==> config.mk <==
export PLATFORM = sky130hd
export DESIGN_NAME = core_regs
export DESIGN_NICKNAME = d
export VERILOG_FILES = /design/src/hdl/core_regs_pkg.sv /design/src/hdl/core_regs.sv
export SDC_FILE = /design/constraint.sdc
export NUM_CORES = 2
export LEC_CHECK = 0
export BUFFER_PORTS_ARGS = -buffer_cell sky130_fd_sc_hd__buf_2
export CAP_MARGIN = 25
export CELL_PAD_IN_SITES_DETAIL_PLACEMENT = 1
export CELL_PAD_IN_SITES_GLOBAL_PLACEMENT = 1
export CORE_MARGIN = 2
export CORE_UTILIZATION = 45
export DETAILED_ROUTE_END_ITERATION = 6
export GPL_TIMING_DRIVEN = 0
export PLACE_DENSITY = 0.8
export SLEW_MARGIN = 10
export SYNTH_ARGS = -nofsm -noshare
export SYNTH_HDL_FRONTEND = slang
export SYNTH_SLANG_ARGS = --single-unit
==> constraint.sdc <==
create_clock -name i_mclk -period 5.3 [get_ports i_mclk]
set_input_delay 0.795 -clock i_mclk [delete_from_list [all_inputs] [get_ports i_mclk]]
set_output_delay 0.795 -clock i_mclk [all_outputs]
set_load 0.05 [all_outputs]
==> src/hdl/core_regs_pkg.sv <==
// Register map, field positions and reset values of the core register set
package core_regs_pkg;
  localparam logic [7:0] stack_top_pointer_addr            = 8'h81;
  localparam logic [7:0] pointer0_low_addr                 = 8'h82;
  localparam logic [7:0] pointer0_high_addr                = 8'h83;
  localparam logic [7:0] pointer1_low_addr                 = 8'h84;
  localparam logic [7:0] pointer1_high_addr                = 8'h85;
  localparam logic [7:0] power_and_write_mode_control_addr = 8'h87;
  localparam logic [7:0] active_pointer_select_addr        = 8'h92;
  localparam logic [7:0] paged_data_upper_byte_addr        = 8'hc9;
  localparam logic [7:0] processor_status_flags_addr       = 8'hd0;
  localparam logic [7:0] accumulator_register_addr         = 8'he0;
  localparam logic [7:0] multiply_helper_addr              = 8'hf0;
  // Status flag positions
  localparam int carry_pos      = 7;
  localparam int half_carry_pos = 6;
  localparam int user_a_pos     = 5;
  localparam int bank_hi_pos    = 4;
  localparam int bank_lo_pos    = 3;
  localparam int overflow_pos   = 2;
  localparam int user_b_pos     = 1;
  localparam int parity_pos     = 0;
  // Power control positions and writable mask
  localparam int baud_double_pos = 7;
  localparam int code_write_pos  = 4;
  localparam logic [7:0] power_ctl_mask = 8'hfc;
  // Reset values
  localparam logic [7:0] stack_reset = 8'h07;
  localparam logic [7:0] reg_reset   = 8'h00;
  // Memory layout
  localparam logic [7:0] bit_area_base  = 8'h20;
  localparam logic [7:0] upper_ram_base = 8'h80;
  localparam int internal_data_ram_bytes = 256;
endpackage

==> src/hdl/core_regs.sv <==
// Core register set, internal data RAM and address generation
`timescale 1ns/100ps
`default_nettype none
module core_regs
  import core_regs_pkg::*;
(
  input  wire logic        i_mclk,
  input  wire logic        i_sys_rst,
  // APB slave, byte address = register offset * 4
  input  wire logic        psel,
  input  wire logic        penable,
  input  wire logic        pwrite,
  input  wire logic [11:0] paddr,
  input  wire logic [31:0] pwdata,
  input  wire logic [3:0]  pstrb,
  output logic             pready,
  output logic [31:0]      prdata,
  output logic             pslverr,
  // Execution unit side
  input  wire logic        i_ram_we,
  input  wire logic        i_ram_indirect,
  input  wire logic [7:0]  i_ram_addr,
  input  wire logic [7:0]  i_ram_wdata,
  input  wire logic        i_bit_we,
  input  wire logic [6:0]  i_bit_addr,
  input  wire logic        i_bit_wdata,
  input  wire logic [2:0]  i_work_reg_sel,
  input  wire logic        i_acc_we,
  input  wire logic [7:0]  i_acc_wdata,
  input  wire logic        i_helper_we,
  input  wire logic [7:0]  i_helper_wdata,
  input  wire logic        i_carry_we,
  input  wire logic        i_carry_in,
  input  wire logic        i_half_carry_we,
  input  wire logic        i_half_carry_in,
  input  wire logic        i_overflow_we,
  input  wire logic        i_overflow_in,
  input  wire logic        i_push,
  input  wire logic        i_pop,
  input  wire logic        i_ptr_we,
  input  wire logic [15:0] i_ptr_wdata,
  input  wire logic        i_paged_sel_one,
  output logic [7:0]       o_ram_rdata,
  output logic             o_bit_rdata,
  output logic [7:0]       o_work_reg_addr,
  output logic [7:0]       o_accumulator,
  output logic [7:0]       o_helper,
  output logic [7:0]       o_status,
  output logic [7:0]       o_stack_top,
  output logic [15:0]      o_active_data_pointer,
  output logic [15:0]      o_paged_external_data,
  output logic             o_external_move_to_code,
  output logic             o_baud_double
);

  // ==========================================================
  // Register state
  logic [7:0] internal_data_ram [internal_data_ram_bytes];
  logic [7:0] accumulator_register;
  logic [7:0] multiply_helper;
  logic [7:0] status_bits;
  logic [7:0] stack_top_pointer;
  logic [7:0] pointer0_low;
  logic [7:0] pointer0_high;
  logic [7:0] pointer1_low;
  logic [7:0] pointer1_high;
  logic [7:0] power_and_write_mode_control;
  logic       active_pointer_select;
  logic [7:0] paged_data_upper_byte;

  // ==========================================================
  // APB decode
  logic [7:0] reg_addr;
  logic       apb_wr;
  logic       apb_rd;
  logic       mapped;
  logic [7:0] wbyte;
  logic [7:0] next_rdata;

  assign reg_addr = paddr[9:2];
  assign wbyte    = pwdata[7:0];
  assign apb_wr   = psel && penable && pwrite && pstrb[0];
  assign apb_rd   = psel && !penable && !pwrite;

  function automatic logic is_mapped(input logic [7:0] a);
    is_mapped = (a == stack_top_pointer_addr) || (a == pointer0_low_addr) ||
                (a == pointer0_high_addr) || (a == pointer1_low_addr) ||
                (a == pointer1_high_addr) || (a == power_and_write_mode_control_addr) ||
                (a == active_pointer_select_addr) || (a == paged_data_upper_byte_addr) ||
                (a == processor_status_flags_addr) ||
                (a == accumulator_register_addr) || (a == multiply_helper_addr);
  endfunction

  function automatic logic sw_wr(input logic [7:0] a, input logic we, input logic [7:0] ra);
    sw_wr = we && (ra == a);
  endfunction

  assign mapped = is_mapped(reg_addr) && (paddr[11:10] == 2'b00);

  always_comb begin
    next_rdata = 8'h00;
    unique case (reg_addr)
      stack_top_pointer_addr:            next_rdata = stack_top_pointer;
      pointer0_low_addr:                 next_rdata = pointer0_low;
      pointer0_high_addr:                next_rdata = pointer0_high;
      pointer1_low_addr:                 next_rdata = pointer1_low;
      pointer1_high_addr:                next_rdata = pointer1_high;
      power_and_write_mode_control_addr: next_rdata = power_and_write_mode_control;
      active_pointer_select_addr:        next_rdata = {7'h00, active_pointer_select};
      paged_data_upper_byte_addr:        next_rdata = paged_data_upper_byte;
      processor_status_flags_addr:       next_rdata = o_status;
      accumulator_register_addr:         next_rdata = accumulator_register;
      multiply_helper_addr:              next_rdata = multiply_helper;
      default:                           next_rdata = 8'h00;
    endcase
  end

  // No wait state: read data is latched in setup, ready in the first access cycle
  always_ff @(posedge i_mclk) begin
    if (i_sys_rst) begin
      pready  <= 1'b0;
      prdata  <= 32'h0000_0000;
      pslverr <= 1'b0;
    end else begin
      pready  <= psel && !penable;
      pslverr <= psel && !penable && !mapped;
      if (apb_rd) begin
        prdata <= {24'h00_0000, mapped ? next_rdata : 8'h00};
      end
    end
  end

  logic apb_commit;
  assign apb_commit = apb_wr && pready && mapped;

  // ==========================================================
  // Accumulator and helper; software write wins over the core
  always_ff @(posedge i_mclk) begin
    if (i_sys_rst) begin
      accumulator_register <= reg_reset;
    end else if (sw_wr(accumulator_register_addr, apb_commit, reg_addr)) begin
      accumulator_register <= wbyte;
    end else if (i_acc_we) begin
      accumulator_register <= i_acc_wdata;
    end
  end

  always_ff @(posedge i_mclk) begin
    if (i_sys_rst) begin
      multiply_helper <= reg_reset;
    end else if (sw_wr(multiply_helper_addr, apb_commit, reg_addr)) begin
      multiply_helper <= wbyte;
    end else if (i_helper_we) begin
      multiply_helper <= i_helper_wdata;
    end
  end

  // ==========================================================
  // Status flags; parity bit is never stored
  always_ff @(posedge i_mclk) begin
    if (i_sys_rst) begin
      status_bits <= reg_reset;
    end else if (sw_wr(processor_status_flags_addr, apb_commit, reg_addr)) begin
      status_bits <= {wbyte[7:1], 1'b0};
    end else begin
      if (i_carry_we) status_bits[carry_pos] <= i_carry_in;
      if (i_half_carry_we) status_bits[half_carry_pos] <= i_half_carry_in;
      if (i_overflow_we) status_bits[overflow_pos] <= i_overflow_in;
    end
  end

  logic [7:0] status_view;
  logic [7:0] next_acc;
  assign next_acc = (sw_wr(accumulator_register_addr, apb_commit, reg_addr)) ? wbyte :
                    i_acc_we ? i_acc_wdata : accumulator_register;
  // Parity here tracks the accumulator value it holds now; o_status takes it from next_acc
  assign status_view = {status_bits[7:1], ^accumulator_register};

  // ==========================================================
  // Stack pointer
  always_ff @(posedge i_mclk) begin
    if (i_sys_rst) begin
      stack_top_pointer <= stack_reset;
    end else if (sw_wr(stack_top_pointer_addr, apb_commit, reg_addr)) begin
      stack_top_pointer <= wbyte;
    end else if (i_push && !i_pop) begin
      stack_top_pointer <= stack_top_pointer + 8'h01;
    end else if (i_pop && !i_push) begin
      stack_top_pointer <= stack_top_pointer - 8'h01;
    end
  end

  // ==========================================================
  // Data pointers, select, page and power control
  always_ff @(posedge i_mclk) begin
    if (i_sys_rst) begin
      pointer0_low  <= reg_reset;
      pointer0_high <= reg_reset;
      pointer1_low  <= reg_reset;
      pointer1_high <= reg_reset;
    end else begin
      if (sw_wr(pointer0_low_addr, apb_commit, reg_addr)) pointer0_low <= wbyte;
      if (sw_wr(pointer0_high_addr, apb_commit, reg_addr)) pointer0_high <= wbyte;
      if (sw_wr(pointer1_low_addr, apb_commit, reg_addr)) pointer1_low <= wbyte;
      if (sw_wr(pointer1_high_addr, apb_commit, reg_addr)) pointer1_high <= wbyte;
      // A 16-bit core update lands only in the active pointer
      if (i_ptr_we && !apb_commit) begin
        if (active_pointer_select) begin
          {pointer1_high, pointer1_low} <= i_ptr_wdata;
        end else begin
          {pointer0_high, pointer0_low} <= i_ptr_wdata;
        end
      end
    end
  end

  always_ff @(posedge i_mclk) begin
    if (i_sys_rst) begin
      active_pointer_select        <= 1'b0;
      paged_data_upper_byte        <= reg_reset;
      power_and_write_mode_control <= reg_reset;
    end else begin
      if (sw_wr(active_pointer_select_addr, apb_commit, reg_addr)) begin
        active_pointer_select <= wbyte[0];
      end
      if (sw_wr(paged_data_upper_byte_addr, apb_commit, reg_addr)) begin
        paged_data_upper_byte <= wbyte;
      end
      if (sw_wr(power_and_write_mode_control_addr, apb_commit, reg_addr)) begin
        // Bits 1:0 are forced clear so stray writes cannot stick
        power_and_write_mode_control <= wbyte & power_ctl_mask;
      end
    end
  end

  // ==========================================================
  // Internal RAM: banks, bit area, upper half indirect only
  logic [7:0] work_addr;
  logic       ram_hit;
  logic [7:0] bit_byte;
  assign work_addr = {3'b000, status_bits[bank_hi_pos:bank_lo_pos], i_work_reg_sel};
  // Direct addresses at 0x80 and up belong to the register area
  assign ram_hit   = i_ram_indirect || (i_ram_addr < upper_ram_base);
  assign bit_byte  = bit_area_base + {4'h0, i_bit_addr[6:3]};

  always_ff @(posedge i_mclk) begin
    if (i_ram_we && ram_hit) begin
      internal_data_ram[i_ram_addr] <= i_ram_wdata;
    end else if (i_bit_we) begin
      internal_data_ram[bit_byte][i_bit_addr[2:0]] <= i_bit_wdata;
    end
  end

  // ==========================================================
  // Registered outputs to the execution unit
  logic [15:0] active_ptr;
  assign active_ptr = active_pointer_select ? {pointer1_high, pointer1_low}
                                            : {pointer0_high, pointer0_low};

  always_ff @(posedge i_mclk) begin
    if (i_sys_rst) begin
      o_ram_rdata             <= 8'h00;
      o_bit_rdata             <= 1'b0;
      o_work_reg_addr         <= 8'h00;
      o_accumulator           <= 8'h00;
      o_helper                <= 8'h00;
      o_status                <= 8'h00;
      o_stack_top             <= stack_reset;
      o_active_data_pointer   <= 16'h0000;
      o_paged_external_data   <= 16'h0000;
      o_external_move_to_code <= 1'b0;
      o_baud_double           <= 1'b0;
    end else begin
      o_ram_rdata             <= ram_hit ? internal_data_ram[i_ram_addr] : 8'h00;
      o_bit_rdata             <= internal_data_ram[bit_byte][i_bit_addr[2:0]];
      o_work_reg_addr         <= work_addr;
      o_accumulator           <= next_acc;
      o_helper                <= multiply_helper;
      o_status                <= {status_view[7:1], ^next_acc};
      o_stack_top             <= stack_top_pointer;
      o_active_data_pointer   <= active_ptr;
      // Low byte is the contents of work register 0 or 1 of the current bank
      o_paged_external_data   <= {paged_data_upper_byte,
                                  internal_data_ram[{3'b000, status_bits[bank_hi_pos:bank_lo_pos],
                                                     2'b00, i_paged_sel_one}]};
      o_external_move_to_code <= power_and_write_mode_control[code_write_pos];
      o_baud_double           <= power_and_write_mode_control[baud_double_pos];
    end
  end

  // ==========================================================
  // Checks
  parity_live_a: assert property (@(posedge i_mclk) disable iff (i_sys_rst)
    o_status[0] == ^o_accumulator) else $error("parity flag mismatch");
  push_step_a: assert property (@(posedge i_mclk) disable iff (i_sys_rst)
    i_push && !i_pop && !apb_commit |=> stack_top_pointer == $past(stack_top_pointer) + 8'h01)
    else $error("push did not advance stack");
  pop_step_a: assert property (@(posedge i_mclk) disable iff (i_sys_rst)
    i_pop && !i_push && !apb_commit |=> stack_top_pointer == $past(stack_top_pointer) - 8'h01)
    else $error("pop did not retreat stack");
  power_low_zero_a: assert property (@(posedge i_mclk) disable iff (i_sys_rst)
    power_and_write_mode_control[1:0] == 2'b00) else $error("power bits 1:0 set");
  pointer_choice_a: assert property (@(posedge i_mclk) disable iff (i_sys_rst)
    ##1 o_active_data_pointer == ($past(active_pointer_select) ?
      $past({pointer1_high, pointer1_low}) : $past({pointer0_high, pointer0_low})))
    else $error("wrong active pointer");
  code_steer_a: assert property (@(posedge i_mclk) disable iff (i_sys_rst)
    ##1 o_external_move_to_code == $past(power_and_write_mode_control[code_write_pos]))
    else $error("code steer mismatch");
  bank_addr_a: assert property (@(posedge i_mclk) disable iff (i_sys_rst)
    ##1 o_work_reg_addr[7:5] == 3'b000 && o_work_reg_addr[4:3] == $past(status_bits[4:3]))
    else $error("bank address wrong");
  page_write_a: assert property (@(posedge i_mclk) disable iff (i_sys_rst)
    sw_wr(paged_data_upper_byte_addr, apb_commit, reg_addr)
      |=> ##1 o_paged_external_data[15:8] == $past(wbyte, 2))
    else $error("page byte not applied");
  select_zero_a: assert property (@(posedge i_mclk) disable iff (i_sys_rst)
    apb_rd && reg_addr == active_pointer_select_addr |=> prdata[31:1] == 31'h0)
    else $error("select unused bits nonzero");
  carry_take_a: assert property (@(posedge i_mclk) disable iff (i_sys_rst)
    i_carry_we && !apb_commit |=> status_bits[carry_pos] == $past(i_carry_in))
    else $error("carry not taken");
endmodule
`default_nettype wire

==> flow_metrics.env <==
export IMPL_path_cells="buf_2, buf_2, buf_2, buf_2, buf_2, nand3_1, o21ai_2, nand2_1, buf_2, buf_2, nor2_1"
export IMPL_grt_setup_unrepaired="false"
export IMPL_grt_usage_pct=33.8
export IMPL_cts_tree="done"
export IMPL_synth_area_leaders="edfxtp_1, mux4_2, nor2_1, dfxtp_1, clkbuf_1"
export IMPL_syn_area_um2=96400
export IMPL_post_cts_buffers=0
export IMPL_die_w_um=467
export IMPL_clock_sinks=2206
export IMPL_grt_max_degree=99
export IMPL_finalSetupViolations=0
export IMPL_ys_seq_area_share_pct=67.1
export IMPL_antenna_found_initial=51
export IMPL_outcome="finished clean"
export IMPL_min_path_type="input port to flop"
export IMPL_cts_buffer_depth=3
export IMPL_rows=169
export IMPL_setup_slack_ps=224
export IMPL_cts_hold_buf=0
export IMPL_irDropWorstVdd_mv=0.308
export IMPL_area_growth_pct=13.6
export IMPL_grt_pass1_vias=68400
export IMPL_cpMostUsedCell="buf_2"
export IMPL_drt_iter0_markers=11700
export IMPL_vias=68000
export IMPL_slowest_stage="nand2_1"
export IMPL_min_period_over_period_pct=95.8
export IMPL_place_ws_ps=-357
export IMPL_die_height_um=467
export IMPL_avgViaCountPerCell=6.66
export IMPL_grt_pass1_wl_um=518000
export IMPL_synth_cells=6684
export IMPL_endpoint_kind="flop"
export IMPL_synth_area_leader_cell="edfxtp_1"
export IMPL_synth_common_cells="nor2_1, edfxtp_1, mux4_2"
export IMPL_critPathBufInv=7
export IMPL_first_pass_iters=7
export IMPL_nNetsFinal=7316
export IMPL_hpwl_um=259000
export IMPL_routed_wl_um=373000
export IMPL_fin_skew_ps=40.8
export IMPL_ant_nets=0
export IMPL_final_hold_viol_count=0
export IMPL_syn_avg_cell_area_um2=14.4
export IMPL_worst_pin_slew_ps=1410
export IMPL_ys_types=72
export IMPL_max_clock_freq_mhz=197
export IMPL_worstPathArrival_ps=5650
export IMPL_initial_core_util_pct=45.4
export IMPL_placed_cells=9766
export IMPL_slew_viol_final=0
export IMPL_cts_made_buffers=220
export IMPL_power_leakage_nw=33.8
export IMPL_cts_root_buf="clkbuf_16"
export IMPL_synth_edf_count=2048
export IMPL_die_area_um2=218000
export IMPL_worstPathMaxFanout=11
export IMPL_cts_htree_levels=4
export IMPL_p_total_mw=38.7
export IMPL_fin_cells=10200
export IMPL_drive_gt1_share_pct=19.2
export IMPL_cellPowerDensity_nw_per_um2=353
export IMPL_async_flop_share_pct=0
export IMPL_ys_warn_count=0
export IMPL_critPathRequiredTime_ps=5880
export IMPL_yosysMostFrequentCell="nor2_1"
export IMPL_ys_seq_elements=2206
export IMPL_port_buffers=172
export IMPL_whs_ps=149
export IMPL_clk_pin_slew_ps=60
export IMPL_crit_type="input port to flop"
export IMPL_top_level_ports=244
export IMPL_clk_latency_ps=910
export IMPL_startpoint_type="input port"
export IMPL_cts_resized=0
export IMPL_gp_congestion=1.01
export IMPL_route_detailed_wl_per_inst_um=36.5
export IMPL_cpPeakStageDelay_ps=930
export IMPL_relSlewSlack_pct=5.96
export IMPL_drc=0
export IMPL_path_delay_family="buffers and inverters"
export IMPL_cap_viol_max_count=0
export IMPL_synth_top_cell_area_share_pct=63.8
export IMPL_core_um2=213000
export IMPL_period_minus_slack_ps=5080
export IMPL_synthFlopType="edfxtp_1"
export IMPL_gr_total_overflow=0
export IMPL_fillCellCount=20600
-- layout make-up --
class | instances | area (um2) | share of cell area (%)
Inverter | 28 | 105 | 0.0959
Timing Repair Buffer | 250 | 2310 | 2.11
Sequential cell | 2206 | 64700 | 59.0
Multi-Input combinational cell | 3778 | 28600 | 26.1
Clock inverter | 96 | 885 | 0.807
Antenna cell | 35 | 87.6 | 0.0799
Buffer | 698 | 3270 | 2.98
Tap cell | 2821 | 3530 | 3.22
Clock buffer | 304 | 6100 | 5.57
-- through the flow --
| stage | setup TNS (ps) | utilization (%) | instance area [um2] |
|---|---|---|---|
| floorplan | -619670 | - | 96500 |
| global placement | -9442850 | 47.5 | 101000 |
| detailed placement | -3980 | 48.1 | 102000 |
| CTS | 0 | 51.4 | 109000 |
| global route | 0 | 51.5 | 110000 |
| finish | 0 | 51.6 | 110000 |
-- routing by layer --
metal	wire length, um	global-route usage [%]	share of wire (%)
met1	124000	41.4	33
met5	133	0	0.036
met2	170000	51.9	46
met3	50100	10.4	13
met4	27600	21.9	7.4
-- flip-flops by register name, summed over array words and instances, names as in the netlist, 4 cells and up --
name                          cells
internal_data_ram              2048
multiply_helper                   8
o_accumulator                     8
o_active_data_pointer            16
o_helper                          8
o_paged_external_data            16
o_ram_rdata                       8
o_stack_top                       8
o_status                          7
o_work_reg_addr                   4
paged_data_upper_byte             8
pointer0_high                     8
pointer0_low                      8
pointer1_high                     8
pointer1_low                      8
power_and_write_mode_control      6
prdata                            8
stack_top_pointer                 8
status_bits                       7
-- report_power, final --
part	switching, mW	internal [mW]	total (mW)
clock network	7.02	8.62	15.6
logic	2.70	1.00	3.70
registers	0.0747	19.3	19.4
total	9.79	28.9	38.7
-- worst paths after layout --
| check | from | endpoint | slack (ps) | depth (start not counted) |
|---|---|---|---|---|
| setup reg to reg | internal_data_ram[243][1]$_DFFE_PP_ | o_ram_rdata[1]$_SDFF_PP0_ | 2190 | 6 |
| setup / recovery | i_ram_addr[1] | internal_data_ram[195][7]$_DFFE_PP_ | 220 | 11 |
| hold reg to reg | prdata[0]$_SDFFE_PP0P_ | prdata[0]$_SDFFE_PP0P_ | 460 | 2 |
| hold / removal | i_work_reg_sel[1] | o_work_reg_addr[1]$_SDFF_PP0_ | 150 | 2 |
-- logic make-up (layout without fill, tap and decap cells) --
logic type | after synthesis | after routing | synth area share (%)
and+or+nand+nor | 2472 | 2472 | 10.1
DFF | 2206 | 2206 | 67.1
buffers and inverters | 726 | 1376 | 3.49
muxes | 675 | 675 | 14.5
AOI/OAI and AO/OA | 573 | 573 | 4.49
xor gates and xnor gates | 24 | 24 | 0.218
adders and majority gates | 7 | 7 | 0.0986
other | 1 | 62 | 0.00389
-- cells in the final DEF (no fill, tap or decap), types with 8 or more instances in the layout --
cell,n
a211oi_1,24
a21oi_1,103
a221oi_1,66
a222oi_1,11
a22o_1,74
a22oi_1,131
a41o_1,32
buf_1,59
buf_16,29
buf_2,299
buf_4,53
buf_6,49
buf_8,32
bufinv_16,12
clkbuf_1,483
clkbuf_16,230
clkbuf_2,9
clkinv_1,36
clkinv_2,32
conb_1,27
dfxtp_1,158
diode_2,35
edfxtp_1,2048
inv_1,25
mux2_2,11
mux2i_1,86
mux4_2,577
nand2_1,126
nand2_4,8
nand2b_1,33
nand3_1,72
nor2_1,2135
nor2b_1,43
o211ai_1,11
o21ai_0,28
o21ai_1,17
o22ai_1,33
or2_2,8
xnor2_1,19
Power figures use the tool's default switching activity.
